==> src/include/mis_defines.vh <==
// Constants for the motor identification sequencer: APB offsets, field layouts,
// display codes, identification modes and progress codes.
// Assumes inclusion by bare name from the rtl files.
`ifndef MIS_DEFINES_VH
`define MIS_DEFINES_VH

// ------------------------------------------------------------
// Register byte offsets
// ------------------------------------------------------------
`define MIS_OFF_IDENT_SELECT 8'h00
`define MIS_OFF_STATUS 8'h04
`define MIS_OFF_INT_STATUS 8'h08
`define MIS_OFF_INT_MASK 8'h0C
`define MIS_OFF_RAMP_TIME 8'h10
`define MIS_OFF_MAX_SPEED 8'h14

// ------------------------------------------------------------
// Field widths and reset values
// ------------------------------------------------------------
`define MIS_SEL_W 5
`define MIS_SEL_RESET 5'h00
`define MIS_RAMP_RESET 16'h0064
`define MIS_SPEED_RESET 16'h0400
`define MIS_INT_W 3
`define MIS_INT_DONE 0
`define MIS_INT_ERROR 1
`define MIS_INT_REJECT 2

// ------------------------------------------------------------
// Identification select values
// ------------------------------------------------------------
`define MIS_SEL_OFF 5'h00
`define MIS_SEL_AUTO_STILL 5'h07
`define MIS_SEL_AUTO_MOVE 5'h08

// ------------------------------------------------------------
// Inverter states seen on the state input
// ------------------------------------------------------------
`define MIS_INV_STOP 2'h0
`define MIS_INV_NOOP 2'h1

// ------------------------------------------------------------
// Drive state display codes
// ------------------------------------------------------------
`define MIS_DISP_CALC 8'h52
`define MIS_DISP_READY 8'h7F
`define MIS_DISP_ERROR 8'h3C

// ------------------------------------------------------------
// Progress codes (also sequencer state codes)
// ------------------------------------------------------------
`define MIS_ST_IDLE 4'h0
`define MIS_ST_ARMED 4'h1
`define MIS_ST_DEADTIME 4'h2
`define MIS_ST_STATOR 4'h3
`define MIS_ST_ROTOR 4'h4
`define MIS_ST_LEAKAGE 4'h5
`define MIS_ST_ACCEL 4'h6
`define MIS_ST_MAININD 4'h7
`define MIS_ST_DECEL 4'h8
`define MIS_ST_DONE 4'h9
`define MIS_ST_ERROR 4'hA

`endif

==> src/rtl/mis_motor_ident_sequencer.v <==
// Motor identification sequencer with APB register access.
// Assumes an external measurement engine that pulses i_step_done or
// i_step_error for each standstill or main inductance step, APB inputs
// synchronous to i_clk, and inverter state from the drive control.
//
// Function
// - Select writes accepted only in stop/no-operation
// - Write in stop starts measurement automatically
// - Write in no-operation waits for control release
// - Show code 82 while measuring
// - Show code 127 after success
// - Show code 60 after error interruption
// - Current step shown in progress output
// - Stay in mode until release removed
// - New run only after fresh select write
// - Brake release held off during identification
// - Main inductance run always forward
// - Select decodes 0 off, 7 still, 8 move
// - Standstill steps: deadtime, stator, rotor, leakage
// - Accelerate to max torque speed, run unloaded
// - Identification ramp time for accel and decel
//
// Added by the designer: the APB interface to the registers and the register offsets.
`timescale 1ns/1ps
`include "mis_defines.vh"

module mis_motor_ident_sequencer #(
  parameter SPEED_W = 16
) (
  input wire i_clk,
  input wire i_sys_rst,
  input wire i_psel,
  input wire i_penable,
  input wire i_pwrite,
  input wire [7:0] i_paddr,
  input wire [31:0] i_pwdata,
  output reg [31:0] o_prdata,
  output reg o_pready,
  output reg o_pslverr,
  input wire [1:0] i_inverter_state,
  input wire i_control_release,
  input wire [7:0] i_base_state_code,
  input wire i_step_done,
  input wire i_step_error,
  input wire i_brake_request,
  input wire i_dir_forward,
  input wire [SPEED_W-1:0] i_speed_setpoint,
  output reg [7:0] o_drive_state_display,
  output reg [3:0] o_ident_progress_state,
  output reg o_meas_run,
  output reg o_ident_active,
  output reg o_brake_release,
  output reg o_dir_forward,
  output reg [SPEED_W-1:0] o_speed_setpoint,
  output reg o_irq
);

  // ------------------------------------------------------------
  // Sequencer states, coded as the progress values
  // ------------------------------------------------------------
  localparam [3:0] ST_IDLE = `MIS_ST_IDLE;
  localparam [3:0] ST_ARMED = `MIS_ST_ARMED;
  localparam [3:0] ST_DEADTIME = `MIS_ST_DEADTIME;
  localparam [3:0] ST_STATOR = `MIS_ST_STATOR;
  localparam [3:0] ST_ROTOR = `MIS_ST_ROTOR;
  localparam [3:0] ST_LEAKAGE = `MIS_ST_LEAKAGE;
  localparam [3:0] ST_ACCEL = `MIS_ST_ACCEL;
  localparam [3:0] ST_MAININD = `MIS_ST_MAININD;
  localparam [3:0] ST_DECEL = `MIS_ST_DECEL;
  localparam [3:0] ST_DONE = `MIS_ST_DONE;
  localparam [3:0] ST_ERROR = `MIS_ST_ERROR;

  // ------------------------------------------------------------
  // Registers and state
  // ------------------------------------------------------------
  reg [`MIS_SEL_W-1:0] ident_select;
  reg [15:0] ident_ramp_time;
  reg [SPEED_W-1:0] max_torque_speed;
  reg [`MIS_INT_W-1:0] int_status;
  reg [`MIS_INT_W-1:0] int_mask;
  reg start_pending;
  reg with_move;
  reg [3:0] state;
  reg [3:0] next_state;
  reg [15:0] ramp_cnt;
  reg [SPEED_W-1:0] ramp_speed;
  reg [1:0] last_result;

  wire setup = i_psel & ~i_penable;
  wire wr_now = i_psel & i_penable & o_pready & i_pwrite;
  wire state_ok = (i_inverter_state == `MIS_INV_STOP) || (i_inverter_state == `MIS_INV_NOOP);
  wire sel_hit = (i_paddr == `MIS_OFF_IDENT_SELECT);
  wire sel_wr = wr_now & sel_hit;
  wire sel_accept = sel_wr & state_ok;
  wire sel_reject = sel_wr & ~state_ok;
  wire [`MIS_SEL_W-1:0] sel_val = i_pwdata[`MIS_SEL_W-1:0];
  wire sel_start = (sel_val == `MIS_SEL_AUTO_STILL) || (sel_val == `MIS_SEL_AUTO_MOVE);
  wire ramp_tick = (ramp_cnt == 16'h0000);

  reg ev_done;
  reg ev_error;

  // ------------------------------------------------------------
  // Address and state decode helpers
  // ------------------------------------------------------------
  function mis_mapped;
    input [7:0] addr;
    begin
      mis_mapped = (addr == `MIS_OFF_IDENT_SELECT) || (addr == `MIS_OFF_STATUS) ||
        (addr == `MIS_OFF_INT_STATUS) || (addr == `MIS_OFF_INT_MASK) ||
        (addr == `MIS_OFF_RAMP_TIME) || (addr == `MIS_OFF_MAX_SPEED);
    end
  endfunction

  function mis_measuring;
    input [3:0] st;
    begin
      mis_measuring = (st == ST_DEADTIME) || (st == ST_STATOR) ||
        (st == ST_ROTOR) || (st == ST_LEAKAGE) || (st == ST_MAININD);
    end
  endfunction

  // ------------------------------------------------------------
  // APB slave: no wait states, registered answer
  // ------------------------------------------------------------
  always @(posedge i_clk or posedge i_sys_rst)
  begin
    if (i_sys_rst)
    begin
      o_pready <= 1'b0;
      o_pslverr <= 1'b0;
      o_prdata <= 32'h00000000;
    end
    else
    begin
      o_pready <= setup;
      o_pslverr <= 1'b0;
      o_prdata <= 32'h00000000;
      if (setup)
      begin
        // Refusal is judged at setup; the inverter state must hold through access
        if (!mis_mapped(i_paddr))
          o_pslverr <= 1'b1;
        else if (i_pwrite && sel_hit && !state_ok)
          o_pslverr <= 1'b1;
        if (!i_pwrite)
        begin
          case (i_paddr)
            `MIS_OFF_IDENT_SELECT: o_prdata <= {27'h0000000, ident_select};
            `MIS_OFF_STATUS: o_prdata <= {16'h0000, last_result, start_pending, o_ident_active,
              o_ident_progress_state, o_drive_state_display};
            `MIS_OFF_INT_STATUS: o_prdata <= {29'h00000000, int_status};
            `MIS_OFF_INT_MASK: o_prdata <= {29'h00000000, int_mask};
            `MIS_OFF_RAMP_TIME: o_prdata <= {16'h0000, ident_ramp_time};
            `MIS_OFF_MAX_SPEED: o_prdata <= {{(32-SPEED_W){1'b0}}, max_torque_speed};
            default: o_prdata <= 32'h00000000;
          endcase
        end
      end
    end
  end

  // ------------------------------------------------------------
  // Software registers
  // ------------------------------------------------------------
  always @(posedge i_clk or posedge i_sys_rst)
  begin
    if (i_sys_rst)
    begin
      ident_select <= `MIS_SEL_RESET;
      ident_ramp_time <= `MIS_RAMP_RESET;
      max_torque_speed <= `MIS_SPEED_RESET;
      int_mask <= 3'h0;
    end
    else
    begin
      if (sel_accept)
        ident_select <= sel_val;
      if (wr_now && i_paddr == `MIS_OFF_RAMP_TIME)
        ident_ramp_time <= i_pwdata[15:0];
      if (wr_now && i_paddr == `MIS_OFF_MAX_SPEED)
        max_torque_speed <= i_pwdata[SPEED_W-1:0];
      if (wr_now && i_paddr == `MIS_OFF_INT_MASK)
        int_mask <= i_pwdata[`MIS_INT_W-1:0];
    end
  end

  // ------------------------------------------------------------
  // Interrupt status: set wins over write-one-to-clear
  // ------------------------------------------------------------
  always @(posedge i_clk or posedge i_sys_rst)
  begin
    if (i_sys_rst)
    begin
      int_status <= 3'h0;
      o_irq <= 1'b0;
    end
    else
    begin
      int_status <= (int_status & ~((wr_now && i_paddr == `MIS_OFF_INT_STATUS) ?
        i_pwdata[`MIS_INT_W-1:0] : 3'h0)) | {sel_reject, ev_error, ev_done};
      o_irq <= |(int_status & int_mask);
    end
  end

  // ------------------------------------------------------------
  // Sequencer next state
  // ------------------------------------------------------------
  always @*
  begin
    next_state = state;
    ev_done = 1'b0;
    ev_error = 1'b0;
    case (state)
      ST_IDLE:
        if (start_pending)
        begin
          if (i_inverter_state == `MIS_INV_STOP)
            next_state = ST_DEADTIME;
          else
            next_state = ST_ARMED;
        end
      // Deferred start waits here for control release
      ST_ARMED:
        if (!start_pending)
          next_state = ST_IDLE;
        else if (i_control_release)
          next_state = ST_DEADTIME;
      ST_DEADTIME, ST_STATOR, ST_ROTOR, ST_LEAKAGE, ST_MAININD:
        if (i_step_error)
        begin
          next_state = ST_ERROR;
          ev_error = 1'b1;
        end
        else if (i_step_done)
        begin
          case (state)
            ST_DEADTIME: next_state = ST_STATOR;
            ST_STATOR: next_state = ST_ROTOR;
            ST_ROTOR: next_state = ST_LEAKAGE;
            ST_LEAKAGE: next_state = with_move ? ST_ACCEL : ST_DONE;
            default: next_state = ST_DECEL;
          endcase
          if (state == ST_LEAKAGE && !with_move)
            ev_done = 1'b1;
        end
      ST_ACCEL:
        if (i_step_error)
        begin
          next_state = ST_ERROR;
          ev_error = 1'b1;
        end
        else if (ramp_speed == max_torque_speed)
          next_state = ST_MAININD;
      ST_DECEL:
        if (i_step_error)
        begin
          next_state = ST_ERROR;
          ev_error = 1'b1;
        end
        else if (ramp_speed == {SPEED_W{1'b0}})
        begin
          next_state = ST_DONE;
          ev_done = 1'b1;
        end
      ST_DONE, ST_ERROR:
        if (!i_control_release)
          next_state = ST_IDLE;
      default:
        next_state = ST_IDLE;
    endcase
    // Losing release mid-run is an interruption
    if ((mis_measuring(state) || state == ST_ACCEL || state == ST_DECEL) && !i_control_release)
    begin
      next_state = ST_ERROR;
      ev_error = 1'b1;
      ev_done = 1'b0;
    end
  end

  // ------------------------------------------------------------
  // Sequencer state, start latch and ramp
  // ------------------------------------------------------------
  always @(posedge i_clk or posedge i_sys_rst)
  begin
    if (i_sys_rst)
    begin
      state <= ST_IDLE;
      start_pending <= 1'b0;
      with_move <= 1'b0;
      ramp_cnt <= 16'h0000;
      ramp_speed <= {SPEED_W{1'b0}};
      last_result <= 2'h0;
    end
    else
    begin
      state <= next_state;
      // An accepted 7 or 8 write arms a run; entering the first step consumes it
      if (sel_accept)
      begin
        start_pending <= sel_start;
        with_move <= (sel_val == `MIS_SEL_AUTO_MOVE);
      end
      else if (next_state == ST_DEADTIME)
        start_pending <= 1'b0;
      if (ev_done)
        last_result <= 2'h1;
      else if (ev_error)
        last_result <= 2'h2;
      else if (sel_accept)
        last_result <= 2'h0;
      // One speed step every ramp time plus one cycles
      if (state == ST_ACCEL || state == ST_DECEL)
      begin
        ramp_cnt <= ramp_tick ? ident_ramp_time : ramp_cnt - 16'h0001;
        if (ramp_tick && state == ST_ACCEL && ramp_speed != max_torque_speed)
          ramp_speed <= ramp_speed + {{(SPEED_W-1){1'b0}}, 1'b1};
        if (ramp_tick && state == ST_DECEL && ramp_speed != {SPEED_W{1'b0}})
          ramp_speed <= ramp_speed - {{(SPEED_W-1){1'b0}}, 1'b1};
      end
      else if (state != ST_MAININD)
      begin
        ramp_cnt <= ident_ramp_time;
        ramp_speed <= {SPEED_W{1'b0}};
      end
    end
  end

  // ------------------------------------------------------------
  // Registered outputs
  // ------------------------------------------------------------
  always @(posedge i_clk or posedge i_sys_rst)
  begin
    if (i_sys_rst)
    begin
      o_drive_state_display <= 8'h00;
      o_ident_progress_state <= ST_IDLE;
      o_meas_run <= 1'b0;
      o_ident_active <= 1'b0;
      o_brake_release <= 1'b0;
      o_dir_forward <= 1'b0;
      o_speed_setpoint <= {SPEED_W{1'b0}};
    end
    else
    begin
      o_ident_progress_state <= next_state;
      o_meas_run <= mis_measuring(next_state);
      o_ident_active <= (next_state != ST_IDLE) && (next_state != ST_ARMED);
      case (next_state)
        ST_IDLE, ST_ARMED: o_drive_state_display <= i_base_state_code;
        ST_DONE: o_drive_state_display <= `MIS_DISP_READY;
        ST_ERROR: o_drive_state_display <= `MIS_DISP_ERROR;
        default: o_drive_state_display <= `MIS_DISP_CALC;
      endcase
      // Outside identification the normal-operation values pass through
      if (next_state == ST_IDLE || next_state == ST_ARMED)
      begin
        o_brake_release <= i_brake_request;
        o_dir_forward <= i_dir_forward;
        o_speed_setpoint <= i_speed_setpoint;
      end
      else
      begin
        o_brake_release <= 1'b0;
        o_dir_forward <= 1'b1;
        o_speed_setpoint <= (next_state == ST_DONE || next_state == ST_ERROR) ?
          {SPEED_W{1'b0}} : ramp_speed;
      end
    end
  end

endmodule // mis_motor_ident_sequencer

==> config.mk <==
export PLATFORM = sky130hd
export DESIGN_NAME = mis_motor_ident_sequencer
export DESIGN_NICKNAME = d
export VERILOG_FILES = /design/src/rtl/mis_motor_ident_sequencer.v
export VERILOG_INCLUDE_DIRS = /design/src /design/src/include
export SDC_FILE = /design/constraint.sdc
export NUM_CORES = 1
export LEC_CHECK = 0
export BUFFER_PORTS_ARGS = -buffer_cell sky130_fd_sc_hd__buf_4
export CAP_MARGIN = 20
export CORE_AREA = 4 4 122 211
export CTS_CLUSTER_DIAMETER = 120
export DETAILED_ROUTE_END_ITERATION = 12
export DIE_AREA = 0 0 126 215
export PLACE_DENSITY = 0.6
export SLEW_MARGIN = 20
export SYNTH_ARGS = -nofsm -noshare
export SYNTH_HDL_FRONTEND = slang
export SYNTH_SLANG_ARGS = --single-unit
==> constraint.sdc <==
create_clock -name i_clk -period 4.1 [get_ports i_clk]
set_input_delay 0.205 -clock i_clk [delete_from_list [all_inputs] [get_ports i_clk]]
set_output_delay 0.205 -clock i_clk [all_outputs]
set_load 0.1 [all_outputs]
; Yosys cells after proc, flatten, opt, wreduce, memory -nomap -nowiden
; Cells that the tools add are included.
[totals]
ff_bits = 146
input_bits = 76
out_inout_bits = 67
wordCells = 170
[classes]
add_sub_neg = 3
n_eq_ne = 31
n_mux = 49
bitwise_logic = 13
reduce_logical = 53
[op_table]
columns = operator, count
row1 = 2-to-1 mux 16 bit, 11
row2 = case mux 16 bit (6 select lines), 1
row3 = 2-to-1 mux 4 bit, 12
row4 = logical NOT 16 bit, 2
row5 = subtractor 16 x 1 -> 16 bit (second input constant), 2
row6 = == test 4 x 3 -> 1 bit (second input constant), 7
row7 = case mux 4 bit (6 select lines), 1
row8 = case mux 8 bit (3 select lines), 1
row9 = == test 4 bit (second input constant), 5
row10 = logical OR 1 bit, 20
row11 = adder 16 x 1 -> 16 bit (second input constant), 1
row12 = == test 16 bit, 1
row13 = == test 4 x 2 -> 1 bit (second input constant), 4
row14 = == test 8 x 4 -> 1 bit (second input constant), 2
row15 = == test 8 x 5 -> 1 bit (second input constant), 2
row16 = 2-to-1 mux 1 bit, 16
row17 = != test 16 bit, 1
row18 = case mux 4 bit (4 select lines), 1
row19 = nonzero test 16 bit, 1
row20 = logical AND 1 bit, 13
row21 = == test 4 x 1 -> 1 bit (second input constant), 2
row22 = == test 8 x 3 -> 1 bit (second input constant), 1
row23 = logical NOT 4 bit, 2
row24 = logical NOT 8 bit, 1
row25 = 24 further kinds, 39

; Logic depth before layout (Yosys ltp)
; Gate-level depths: netlist (run 1).
[depth]
ltp_word = 14
depth_mapped = 14
ltp_nobuf = 14

; Worst setup path after synthesis (run 1)
; Ideal clock, no wire load.
[synth_timing]
kind = register -> register
startpoint = reg o_ident_progress_state[3] (netlist name)
endpoint = reg ramp_speed[14]
setup_time_ps = 142
t_arrival_ps = 4233
t_required_ps = 3958
setup_slack_ps = -275
path_stages_with_launch = 13
path_buffers = 0
period_less_slack_ps = 4375
path_cell_list = dfrtp_1 nand2b_1 nand2b_1 nor3b_1 ha_1 a21o_1 a21oi_1 o21ai_0 a41oi_1 a211o_1 o21a_1 xor2_1 o31ai_1
[synth_rtl]
columns = item, line_no
row1 = end signal: assignment, mis_motor_ident_sequencer.v:292  ; ramp_speed <= {SPEED_W{1'b0}};
row2 = end signal: assignment, mis_motor_ident_sequencer.v:317  ; ramp_speed <= ramp_speed + {{(SPEED_W-1){1'b0}}, 1'b1};
row3 = end signal: assignment, mis_motor_ident_sequencer.v:319  ; ramp_speed <= ramp_speed - {{(SPEED_W-1){1'b0}}, 1'b1};
row4 = end: declaration, mis_motor_ident_sequencer.v:86  ; reg [SPEED_W-1:0] ramp_speed;

; Final worst setup path (run 1)
[layout_timing]
startpoint = reg ramp_cnt[10]
endpoint = reg ramp_speed[14]
[layout_via]
elab_chain_len = 5
word_cells_on_any_way = 9
classes_between = eq/ne: 1 / mux: 2 / reduce/logical: 6
[layout_lines]
columns = item, line_no
row1 = start: declaration, mis_motor_ident_sequencer.v:85  ; reg [15:0] ramp_cnt;
row2 = start signal: assignment, mis_motor_ident_sequencer.v:315  ; ramp_cnt <= ramp_tick ? ident_ramp_time : ramp_cnt - 16'h0001;
row3 = start signal: assignment, mis_motor_ident_sequencer.v:323  ; ramp_cnt <= ident_ramp_time;
row4 = logical NOT 16 bit (*), mis_motor_ident_sequencer.v:98  ; wire ramp_tick = (ramp_cnt == 16'h0000);
row5 = logical AND 1 bit (on tied branches) (2 in series), "mis_motor_ident_sequencer.v:316, mis_motor_ident_sequencer.v:318"
row6 = != test 3 x 1 -> 1 bit (no line) or 2-to-1 mux 16 bit (tied branches), --
row7 = AND reduction 2 bit (no line) or 2-to-1 mux 16 bit (tied branches), --
row8 = end signal: assignment, mis_motor_ident_sequencer.v:317
row9 = end signal: assignment, mis_motor_ident_sequencer.v:319
row10 = end signal: assignment, mis_motor_ident_sequencer.v:324  ; ramp_speed <= {SPEED_W{1'b0}};
; Every way passes the cells marked *; elsewhere a longest branch is shown, timed or not.
; A chain may end at the register's enable or synchronous reset.

==> results of run 1 <==
kinds of logic after synthesis:
group / share of synthesized area [%]
compound gates: 14.3
xor+xnor: 3.21
fa+ha+maj: 3.11
buf+inv: 4.99
flops: 45.9
mux: 12.4
other cells: 0.0529
simple gates: 16.0
critical path: cells and delay by family (launching register included):
kind,cells,cell delay (ns)
AOI/OAI and AO/OA,7,1.42
adders and majority gates,1,0.24
DFF,1,0.44
buffers and inverters,1,0.25
and+or+nand+nor,4,1.17
xor gates and xnor gates,1,0.14
synthesized netlist by cell type, types with 3 or more instances:
master | instances | area [um2]
o21ai_1 | 11 | 55.1
inv_1 | 16 | 60.1
nand2_1 | 61 | 229
dfrtp_1 | 126 | 3150
o21ai_0 | 29 | 145
dfstp_2 | 4 | 105
nand3_1 | 10 | 50.1
a222oi_1 | 3 | 30.0
nor3b_1 | 4 | 30.0
nand4_1 | 9 | 56.3
a21oi_1 | 27 | 135
nor2_1 | 58 | 218
mux2i_1 | 17 | 170
clkbuf_1 | 13 | 48.8
xor2_1 | 10 | 87.6
and3_1 | 8 | 50.1
o31ai_1 | 5 | 37.5
nand3b_1 | 3 | 22.5
nand2b_1 | 12 | 75.1
and2_1 | 3 | 18.8
a21o_1 | 6 | 45.0
a211oi_1 | 5 | 37.5
or3_1 | 3 | 18.8
xnor2_1 | 16 | 140
nor2b_1 | 9 | 56.3
a22oi_1 | 19 | 143
a31oi_1 | 5 | 31.3
buf_2 | 13 | 65.1
mux2_2 | 59 | 664
o21a_1 | 6 | 45.0
buf_4 | 20 | 150
nor4_1 | 9 | 56.3
nor3_1 | 14 | 70.1
ha_1 | 16 | 200
stage by stage:
step	instance area, um2	std cells	power, W	hold slack, ns	setup WS [ns]
after detailed placement	8200	1084	0.00500	0.400	0.256
after global placement	8200	1084	0.00497	0.396	0.306
after floorplan	7150	699	0.00421	0.284	0.202
after global routing	8940	1131	0.00683	0.00152	0.0135
final	8940	1131	0.00650	-0.0137	0.344
after CTS	8930	1131	0.00655	0.0000601	0.249
report_power, final:
part | leakage, nW | total, W | switching, W | internal [W]
clock | 0.276 | 0.00151 | 0.000610 | 0.000899
sequential | 1.74 | 0.00171 | 0.000198 | 0.00151
combinational | 2.19 | 0.00328 | 0.00238 | 0.000897
registers in the layout, indices dropped and copies added (netlist names):
register / count
o_ident_progress_state: 4
o_speed_setpoint: 16
int_status: 3
ramp_cnt: 16
o_pready: 1
o_drive_state_display: 8
o_ident_active: 1
ident_select: 5
last_result: 2
o_dir_forward: 1
with_move: 1
ident_ramp_time: 16
o_prdata: 16
o_meas_run: 1
max_torque_speed: 16
int_mask: 3
ramp_speed: 16
o_brake_release: 1
o_pslverr: 1
o_irq: 1
start_pending: 1
area by class of cell:
class	instances	area [um2]	share of cell area, %
well taps	308	385	4.31
flip-flops and latches	130	3260	36.4
multi-input cells	503	3550	39.7
clock buffers	17	425	4.76
repair buffers	142	1100	12.3
inverters	16	62.6	0.700
clock inverters	15	158	1.76
worst paths after layout:
path,start,to,cells after the start
max in group asynchronous,i_sys_rst,max_torque_speed[10]$_DFFE_PP1P_,3
worst max-delay path,ramp_cnt[10]$_DFFE_PP0P_,ramp_speed[14]$_DFFE_PP0P_,14
min in group i_clk,i_speed_setpoint[0],o_speed_setpoint[0]$_DFF_PP0_,3
worst min-delay path,i_sys_rst,o_prdata[4]$_DFF_PP0_,2
worst max register to register,ramp_cnt[10]$_DFFE_PP0P_,ramp_speed[14]$_DFFE_PP0P_,14
worst min register to register,ident_select[0]$_DFFE_PP0P_,ident_select[0]$_DFFE_PP0P_,1
cell usage in the layout (no fill, tap or decap), types with 10 or more instances in the layout:
cell,count
buf_4,127
dfrtp_1,126
nand2_1,61
mux2_2,59
nor2_1,58
o21ai_0,29
a21oi_1,27
a22oi_1,19
mux2i_1,17
clkbuf_16,17
xnor2_1,16
ha_1,16
conb_1,16
inv_1,15
dlygate4sd3_1,15
nor3_1,14
nand2b_1,12
o21ai_1,11
xor2_1,10
nand3_1,10
what timing repair did:
item,4_1_cts,5_1_grt
hold buffers,15,0
hold endpoints to repair,16,0
endpoints found under the setup margin,0,1
resized for setup,0,1
layer usage:
| metal | global-route usage [%] | vias to the layer above |
|---|---|---|
| met3 | 3.33 | 43 |
| met5 | 0 | - |
| met4 | 7.19 | 0 |
| met1 | 16.5 | 2851 |
| li1 | - | 2698 |
| met2 | 29.7 | 165 |
==> out/metrics.cfg, run 1 <==
[floorplan]
dieArea_mm2=0.0271
die_h_um=215
die_w_um=126
coreArea_mm2=0.0240
rows=75
io-pin-count=143
start_util_pct=29.5

[clock_network]
clk_latency_ns=0.43
cts_made_buffers=17
clockRootBuffer=clkbuf_16
cts_setup_buffers=0
numClockSinks=130
clk_pin_slew_ns=0.06
htree_num_levels=4
cts_tree=built
clockBufferDepth=2

[worst_setup_path]
worstPathMaxFanout=15
r2r_slack_ns=0.34
crit_type=flop to flop
cp_slowest_stage_delay_ns=0.60
cp.required_ns=4.44
start_kind=flop
slowest_stage=or4_4
arrival_ns=4.09
crit_chain=or4_4 -> nor2_1 -> nand4_1 -> nor3b_2 -> buf_4 -> ha_1 -> a21o_1 -> a21oi_1 -> o21ai_0 -> a41oi_1 -> a211o_1 -> o21a_1 -> xor2_1 -> o31ai_1
cp-end-kind=flop

[synthesis]
syn_avg_cell_area_um2=10.4
yosysSeqAreaShare_pct=45.9
ys.flop_type=dfrtp_1
synth_edf_count=0
synth_cell_types=74
ys_async_sr_fraction_pct=100
synth_seq_cells=130
ys_warn_count=0
netlist_instances=684
netlist_area_mm2=0.00709

[sta]
worst_pin_slew_ns=0.970
period_minus_slack_ns=3.76
grt_setup_unrepaired=no
min_period_over_period_pct=91.6
maxSlewViolCount=0
relSlewSlack_pct=35.3
holdWs_ns=-0.0137
max_clock_freq_mhz=266
fin_skew_ns=0.0106
hold_viol_final=2
finalSetupTns_ns=0
setup_violations=0

[detailed_routing]
drt_iter0_drc=236
top_layer=met4
wl_per_cell_um=18.6
postRouteAntennaNets=0
wl_met1_um=7820
wl_met3_um=855
drc_errors=0
routed_wl_um=21100
num_vias=5757
viasPerCell=5.09
route.met2.wl_um=11600
dr.pass1.iters=4

[place]
gp_congestion=0.868
numPortBuffers=110
dp_hpwl_um=15800

[global_routing]
antenna_found_initial=0
grt_max_degree=77
overflow=0
grtUsageTotal_pct=15.8
grt_first_pass_wirelength_um=33200
grt_pass1_vias=5941

[finish]
area_delta_synth_final_pct=26.1
fin_util_pct=37.2
fin_nets=903
drive_above_1_share_pct=29.6
antenna_cells=0
nFillCells=2460

[pwr]
powerDensity_mw_per_mm2=727
ir_worst_vdd_mv=0.469
leakage_nw=4.21

[run_status]
violations=negative hold slack
status=finished, violations left

[min_path]
min_path_type=primary input to asynchronous set/reset pin

[flow_run]
maxCapViolCount=0

No activity file was read; power rests on OpenSTA's default activity.
==> run 2, diff against run 1 <==
--- a/config.mk
+++ b/config.mk
@@ -8,11 +8,13 @@
 export LEC_CHECK = 0
 export BUFFER_PORTS_ARGS = -buffer_cell sky130_fd_sc_hd__buf_4
 export CAP_MARGIN = 20
-export CORE_AREA = 4 4 122 211
+export CORE_AREA = 4 4 106 184
 export CTS_CLUSTER_DIAMETER = 120
 export DETAILED_ROUTE_END_ITERATION = 12
-export DIE_AREA = 0 0 126 215
-export PLACE_DENSITY = 0.6
+export DIE_AREA = 0 0 110 188
+export GPL_TIMING_DRIVEN = 0
+export PLACE_DENSITY = 0.73
+export RECOVER_POWER = 25
 export SLEW_MARGIN = 20
 export SYNTH_ARGS = -nofsm -noshare
 export SYNTH_HDL_FRONTEND = slang
==> out/metrics.cfg, run 2 (synthesis results as in run 1) <==
[run_status]
status=finished, violations left
violations=max-capacitance violations, max-slew violations

[sta]
setup_violations=0
min_period_over_period_pct=95.1
worst_pin_slew_ns=1.84
finalSetupTns_ns=0
max_clock_freq_mhz=257
period_minus_slack_ns=3.90
fin_skew_ns=0.0121
relSlewSlack_pct=-23.0
setup_slack_ns=0.202
maxSlewViolCount=39
hold_viol_final=0

[place]
gp_congestion=0.902
dp_hpwl_um=15900
numPortBuffers=107
place_ws_ns=-0.473
placed_cell_area_mm2=0.00828

[floorplan]
coreArea_mm2=0.0180
die_w_um=110
start_util_pct=39.5
rows=65
io-pin-count=143
dieArea_mm2=0.0207
die_h_um=188

[global_routing]
grt_first_pass_wirelength_um=32100
grt_max_degree=93
overflow=0
grtUsageTotal_pct=20.6
grt_pass1_vias=6046
antenna_found_initial=0

[finish]
drive_above_1_share_pct=31.0
stdcell_area_mm2=0.00902
area_delta_synth_final_pct=27.2
antenna_cells=0
nFillCells=1604
final_common_cell=buf_4
final_cell_mix=buf_4 (128), dfrtp_1 (126), nand2_1 (61)
fin_nets=931

[detailed_routing]
drc_errors=0
wl_per_cell_um=19.2
postRouteAntennaNets=0
viasPerCell=5.40
routed_wl_um=20900
num_vias=5856
dr.pass1.iters=4
drt_iter0_drc=256

[flow_run]
maxCapViolCount=1

[pwr]
ir_worst_vdd_mv=0.485
leakage_nw=4.33
power.total_w=0.00663
powerDensity_mw_per_mm2=735

[worst_setup_path]
cp-end-kind=flop
cp.required_ns=4.46
start_kind=flop
arrival_ns=4.26
worstPathMaxFanout=8
crit_type=flop to flop

[clock_network]
numClockSinks=130
clk_latency_ns=0.43
clockBufferDepth=2
clockRootBuffer=clkbuf_16
clk_pin_slew_ns=0.06
htree_num_levels=4
cts_tree=built
cts_made_buffers=17

[min_path]
min_path_type=primary input to flop

==> run 2: metal layers <==
layer  wire length (um)  vias up  global-route usage [%]
li1                   -     2745                       -
met1               7160     2837                    20.9
met2              11500      210                    37.3
met3               1030       64                    3.79
met4               1160        0                    12.7
met5                  0        -                       0
==> run 2: layout make-up <==
class	instances	area, um2	area share (%)
clock buffer	21	470	5.22
inverter	16	61.3	0.680
tap	234	293	3.25
multi-input combinational	503	3560	39.5
timing repair buffer	120	953	10.6
sequential	130	3260	36.1
clock inverter	11	128	1.42
buffer	50	294	3.26
==> run 2: timing repair <==
action / in CTS / in global routing
buffers inserted: 4 / 0
hold buffers: 8 / 0
gates resized for setup: 1 / 3
endpoints found under the setup margin: 8 / 2
endpoints found under the hold margin: 45 / 0
pin swaps: 1 / 0
==> run 2: power by group <==
group	switching [W]	total [W]	internal, W
Clock	0.000598	0.00154	0.000947
Combinational	0.00244	0.00338	0.000942
Sequential	0.000191	0.00170	0.00151
==> run 2: critical path, cell delays in order (launching register included) <==
cell and delay (ns):
dfrtp_1 0.45, or4_4 0.61, nor2_1 0.20, nand4_1 0.25, nor3b_4 0.31, buf_12 0.16
ha_1 0.29, a2111oi_0 0.34, o21ai_0 0.18, nand3_1 0.18, a21oi_1 0.14, a311oi_2 0.38
a2bb2oi_1 0.21, nor2_1 0.07, nand2_1 0.06
==> run 2: path summary, 6_finish.rpt <==
check | startpoint | end | slack [ns] | depth (start not counted)
worst max-delay path | ramp_cnt[10]$_DFFE_PP0P_ | ramp_speed[15]$_DFFE_PP0P_ | 0.20 | 14
max in group asynchronous | i_sys_rst | max_torque_speed[10]$_DFFE_PP1P_ | 2.17 | 4
worst min-delay path | i_dir_forward | o_dir_forward$_DFF_PP0_ | 0.0002 | 2
worst min register to register | last_result[0]$_DFFE_PP0P_ | last_result[0]$_DFFE_PP0P_ | 0.51 | 2
worst max register to register | ramp_cnt[10]$_DFFE_PP0P_ | ramp_speed[15]$_DFFE_PP0P_ | 0.20 | 14
min in group asynchronous | i_sys_rst | o_pslverr$_DFF_PP0_ | 0.81 | 3
==> run 2: stage by stage <==
stage,hold slack (ns),util (%),std cells
4_1_cts,0.000863,50.1,1085
5_1_grt,0.00796,50.2,1085
2_1_floorplan,0.284,-,699
6_report,0.000155,50.2,1085
3_5_place_dp,0.200,46.1,1041
3_3_place_gp,0.399,45.9,1040
==> run 3, diff against run 2 <==
--- a/config.mk
+++ b/config.mk
@@ -13,7 +13,7 @@
 export DETAILED_ROUTE_END_ITERATION = 12
 export DIE_AREA = 0 0 110 188
 export GPL_TIMING_DRIVEN = 0
-export PLACE_DENSITY = 0.73
+export PLACE_DENSITY = 0.7
 export RECOVER_POWER = 25
 export SLEW_MARGIN = 20
 export SYNTH_ARGS = -nofsm -noshare
==> constraint.sdc (replaced) <==
create_clock -name i_clk -period 5 [get_ports i_clk]
set_input_delay 0.25 -clock i_clk [delete_from_list [all_inputs] [get_ports i_clk]]
set_output_delay 0.25 -clock i_clk [all_outputs]
set_load 0.1 [all_outputs]
==> out/metrics.cfg, run 3 (synthesis results as in run 1) <==
[min_path]
min_path_type=primary input to flop

[worst_setup_path]
rr_startpoint=ramp_cnt[10]$_DFFE_PP0P_
slowest_stage=or4_4
cp-end-kind=flop
crit_path_end=ramp_speed[15]$_DFFE_PP0P_
crit_top_cell=nor2_1
arrival_ns=4.67
crit_type=flop to flop
worstPathMaxFanout=10
cp_slowest_stage_delay_ns=0.61
crit_chain=or4_4 -> nor2_1 -> nand4_1 -> nor3b_2 -> buf_6 -> ha_1 -> a2111oi_0 -> o21ai_0 -> nand3_1 -> a21oi_1 -> a311oi_1 -> a2bb2oi_1 -> nor2_1 -> nand2_1
crit_start=ramp_cnt[10]$_DFFE_PP0P_
crit_buf_inv=1
path_delay_family=simple AND/OR/NAND/NOR gates
start_kind=flop
cp.required_ns=5.37
r2r_cells=14
r2r_slack_ns=0.69
r2r-end=ramp_speed[15]$_DFFE_PP0P_
path_depth=14

[global_routing]
grt_pass1_vias=5996
overflow=0
grt_max_degree=77
grt_first_pass_wirelength_um=32000
antenna_found_initial=0
grtUsageTotal_pct=20.3

[finish]
final_common_cell=dfrtp_1
final_cell_mix=dfrtp_1 (126), buf_4 (124), nand2_1 (61)
fin_nets=921
area_delta_synth_final_pct=25.2
layoutNonFillerInstCount=1075
drive_above_1_share_pct=30.8
nFillCells=1665
antenna_cells=0

[detailed_routing]
drt_iter0_drc=245
viasPerCell=5.37
dr.pass1.iters=5
drc_errors=0
num_vias=5776
wl_per_cell_um=18.8
postRouteAntennaNets=0
routed_wl_um=20300

[clock_network]
clk_pin_slew_ns=0.06
cts_tree=built
cts.repair.resized=0
htree_num_levels=4
clk_latency_ns=0.43
clockRootBuffer=clkbuf_16
cts_made_buffers=17
numClockSinks=130
clockBufferDepth=2

[place]
gp_congestion=0.889
numPortBuffers=107
dp_hpwl_um=15900
place_ws_ns=0.710
post-place-cells=1042

[floorplan]
die_h_um=188
die_w_um=110
start_util_pct=39.5
io-pin-count=143
rows=65
dieArea_mm2=0.0207
coreArea_mm2=0.0180

[sta]
maxSlewViolCount=133
relSlewSlack_pct=-60.4
hold_viol_final=0
grt_setup_unrepaired=no
period_minus_slack_ns=4.31
min_period_over_period_pct=86.2
worst_pin_slew_ns=2.39
fin_skew_ns=0.0121
max_clock_freq_mhz=232
setup_violations=0
setup_slack_ns=0.692

[pwr]
ir_worst_vdd_mv=0.396
powerDensity_mw_per_mm2=609
leakage_nw=4.26

[run_status]
violations=max-capacitance violations, max-slew violations
status=finished, violations left

[flow_run]
maxCapViolCount=2

-- run 3: final cells by class --
type | instances | area (um2) | share of cell area, %
buffer | 50 | 294 | 3.31
clock buffer | 21 | 480 | 5.41
clock inverter | 11 | 126 | 1.42
inverter | 16 | 61.3 | 0.690
multi-input combinational | 503 | 3540 | 39.9
sequential | 130 | 3260 | 36.7
tap | 234 | 293 | 3.30
timing repair buffer | 110 | 826 | 9.30
-- run 3: where the power goes --
| group | switching, W | internal, W |
|---|---|---|
| clock | 0.000486 | 0.000789 |
| sequential | 0.000155 | 0.00124 |
| combinational | 0.00198 | 0.000758 |
| total | 0.00262 | 0.00279 |
-- run 3: routing by layer --
metal / vias up / track usage (%) / part of all wire [%]
met2: 195 / 37.1 / 56
met4: 0 / 9.84 / 4.1
li1: 2731 / - / -
met5: - / 0 / 0
met1: 2810 / 21.6 / 35
met3: 40 / 3.69 / 4.7
-- run 3: repair_timing --
action,CTS,global route
endpoints found under the hold margin,51,0
setup buffers,0,0
hold buffers,1,0
-- run 3: how the worst min path moves through the flow --
stage / startpoint / endpoint / slack, ns / cells after the start
final: i_base_state_code[4] / o_drive_state_display[4]$_DFF_PP0_ / 0.02 / 2
after global routing: i_base_state_code[4] / o_drive_state_display[4]$_DFF_PP0_ / 0.01 / 2
after CTS: i_penable / o_pready$_DFF_PP0_ / 0.006 / 2
after detailed placement: i_sys_rst / o_pslverr$_DFF_PP0_ / 0.30 / 2
after global placement: i_dir_forward / o_dir_forward$_DFF_PP0_ / 0.44 / 2
after floorplan: i_step_error / o_ident_progress_state[2]$_DFF_PP0_ / 0.33 / 1
-- run 3: metrics by stage --
stage / power [W] / TNS (ns) / cell area (um2) / hold slack, ns / util, %
floorplan: 0.00345 / 0 / 7150 / 0.329 / -
global placement: 0.00412 / -39.96 / 8240 / 0.440 / 45.9
detailed placement: 0.00416 / 0 / 8300 / 0.296 / 46.2
CTS: 0.00545 / 0 / 8910 / 0.00592 / 49.6
global route: 0.00567 / 0 / 8880 / 0.00992 / 49.4
finish: 0.00541 / 0 / 8880 / 0.0191 / 49.4
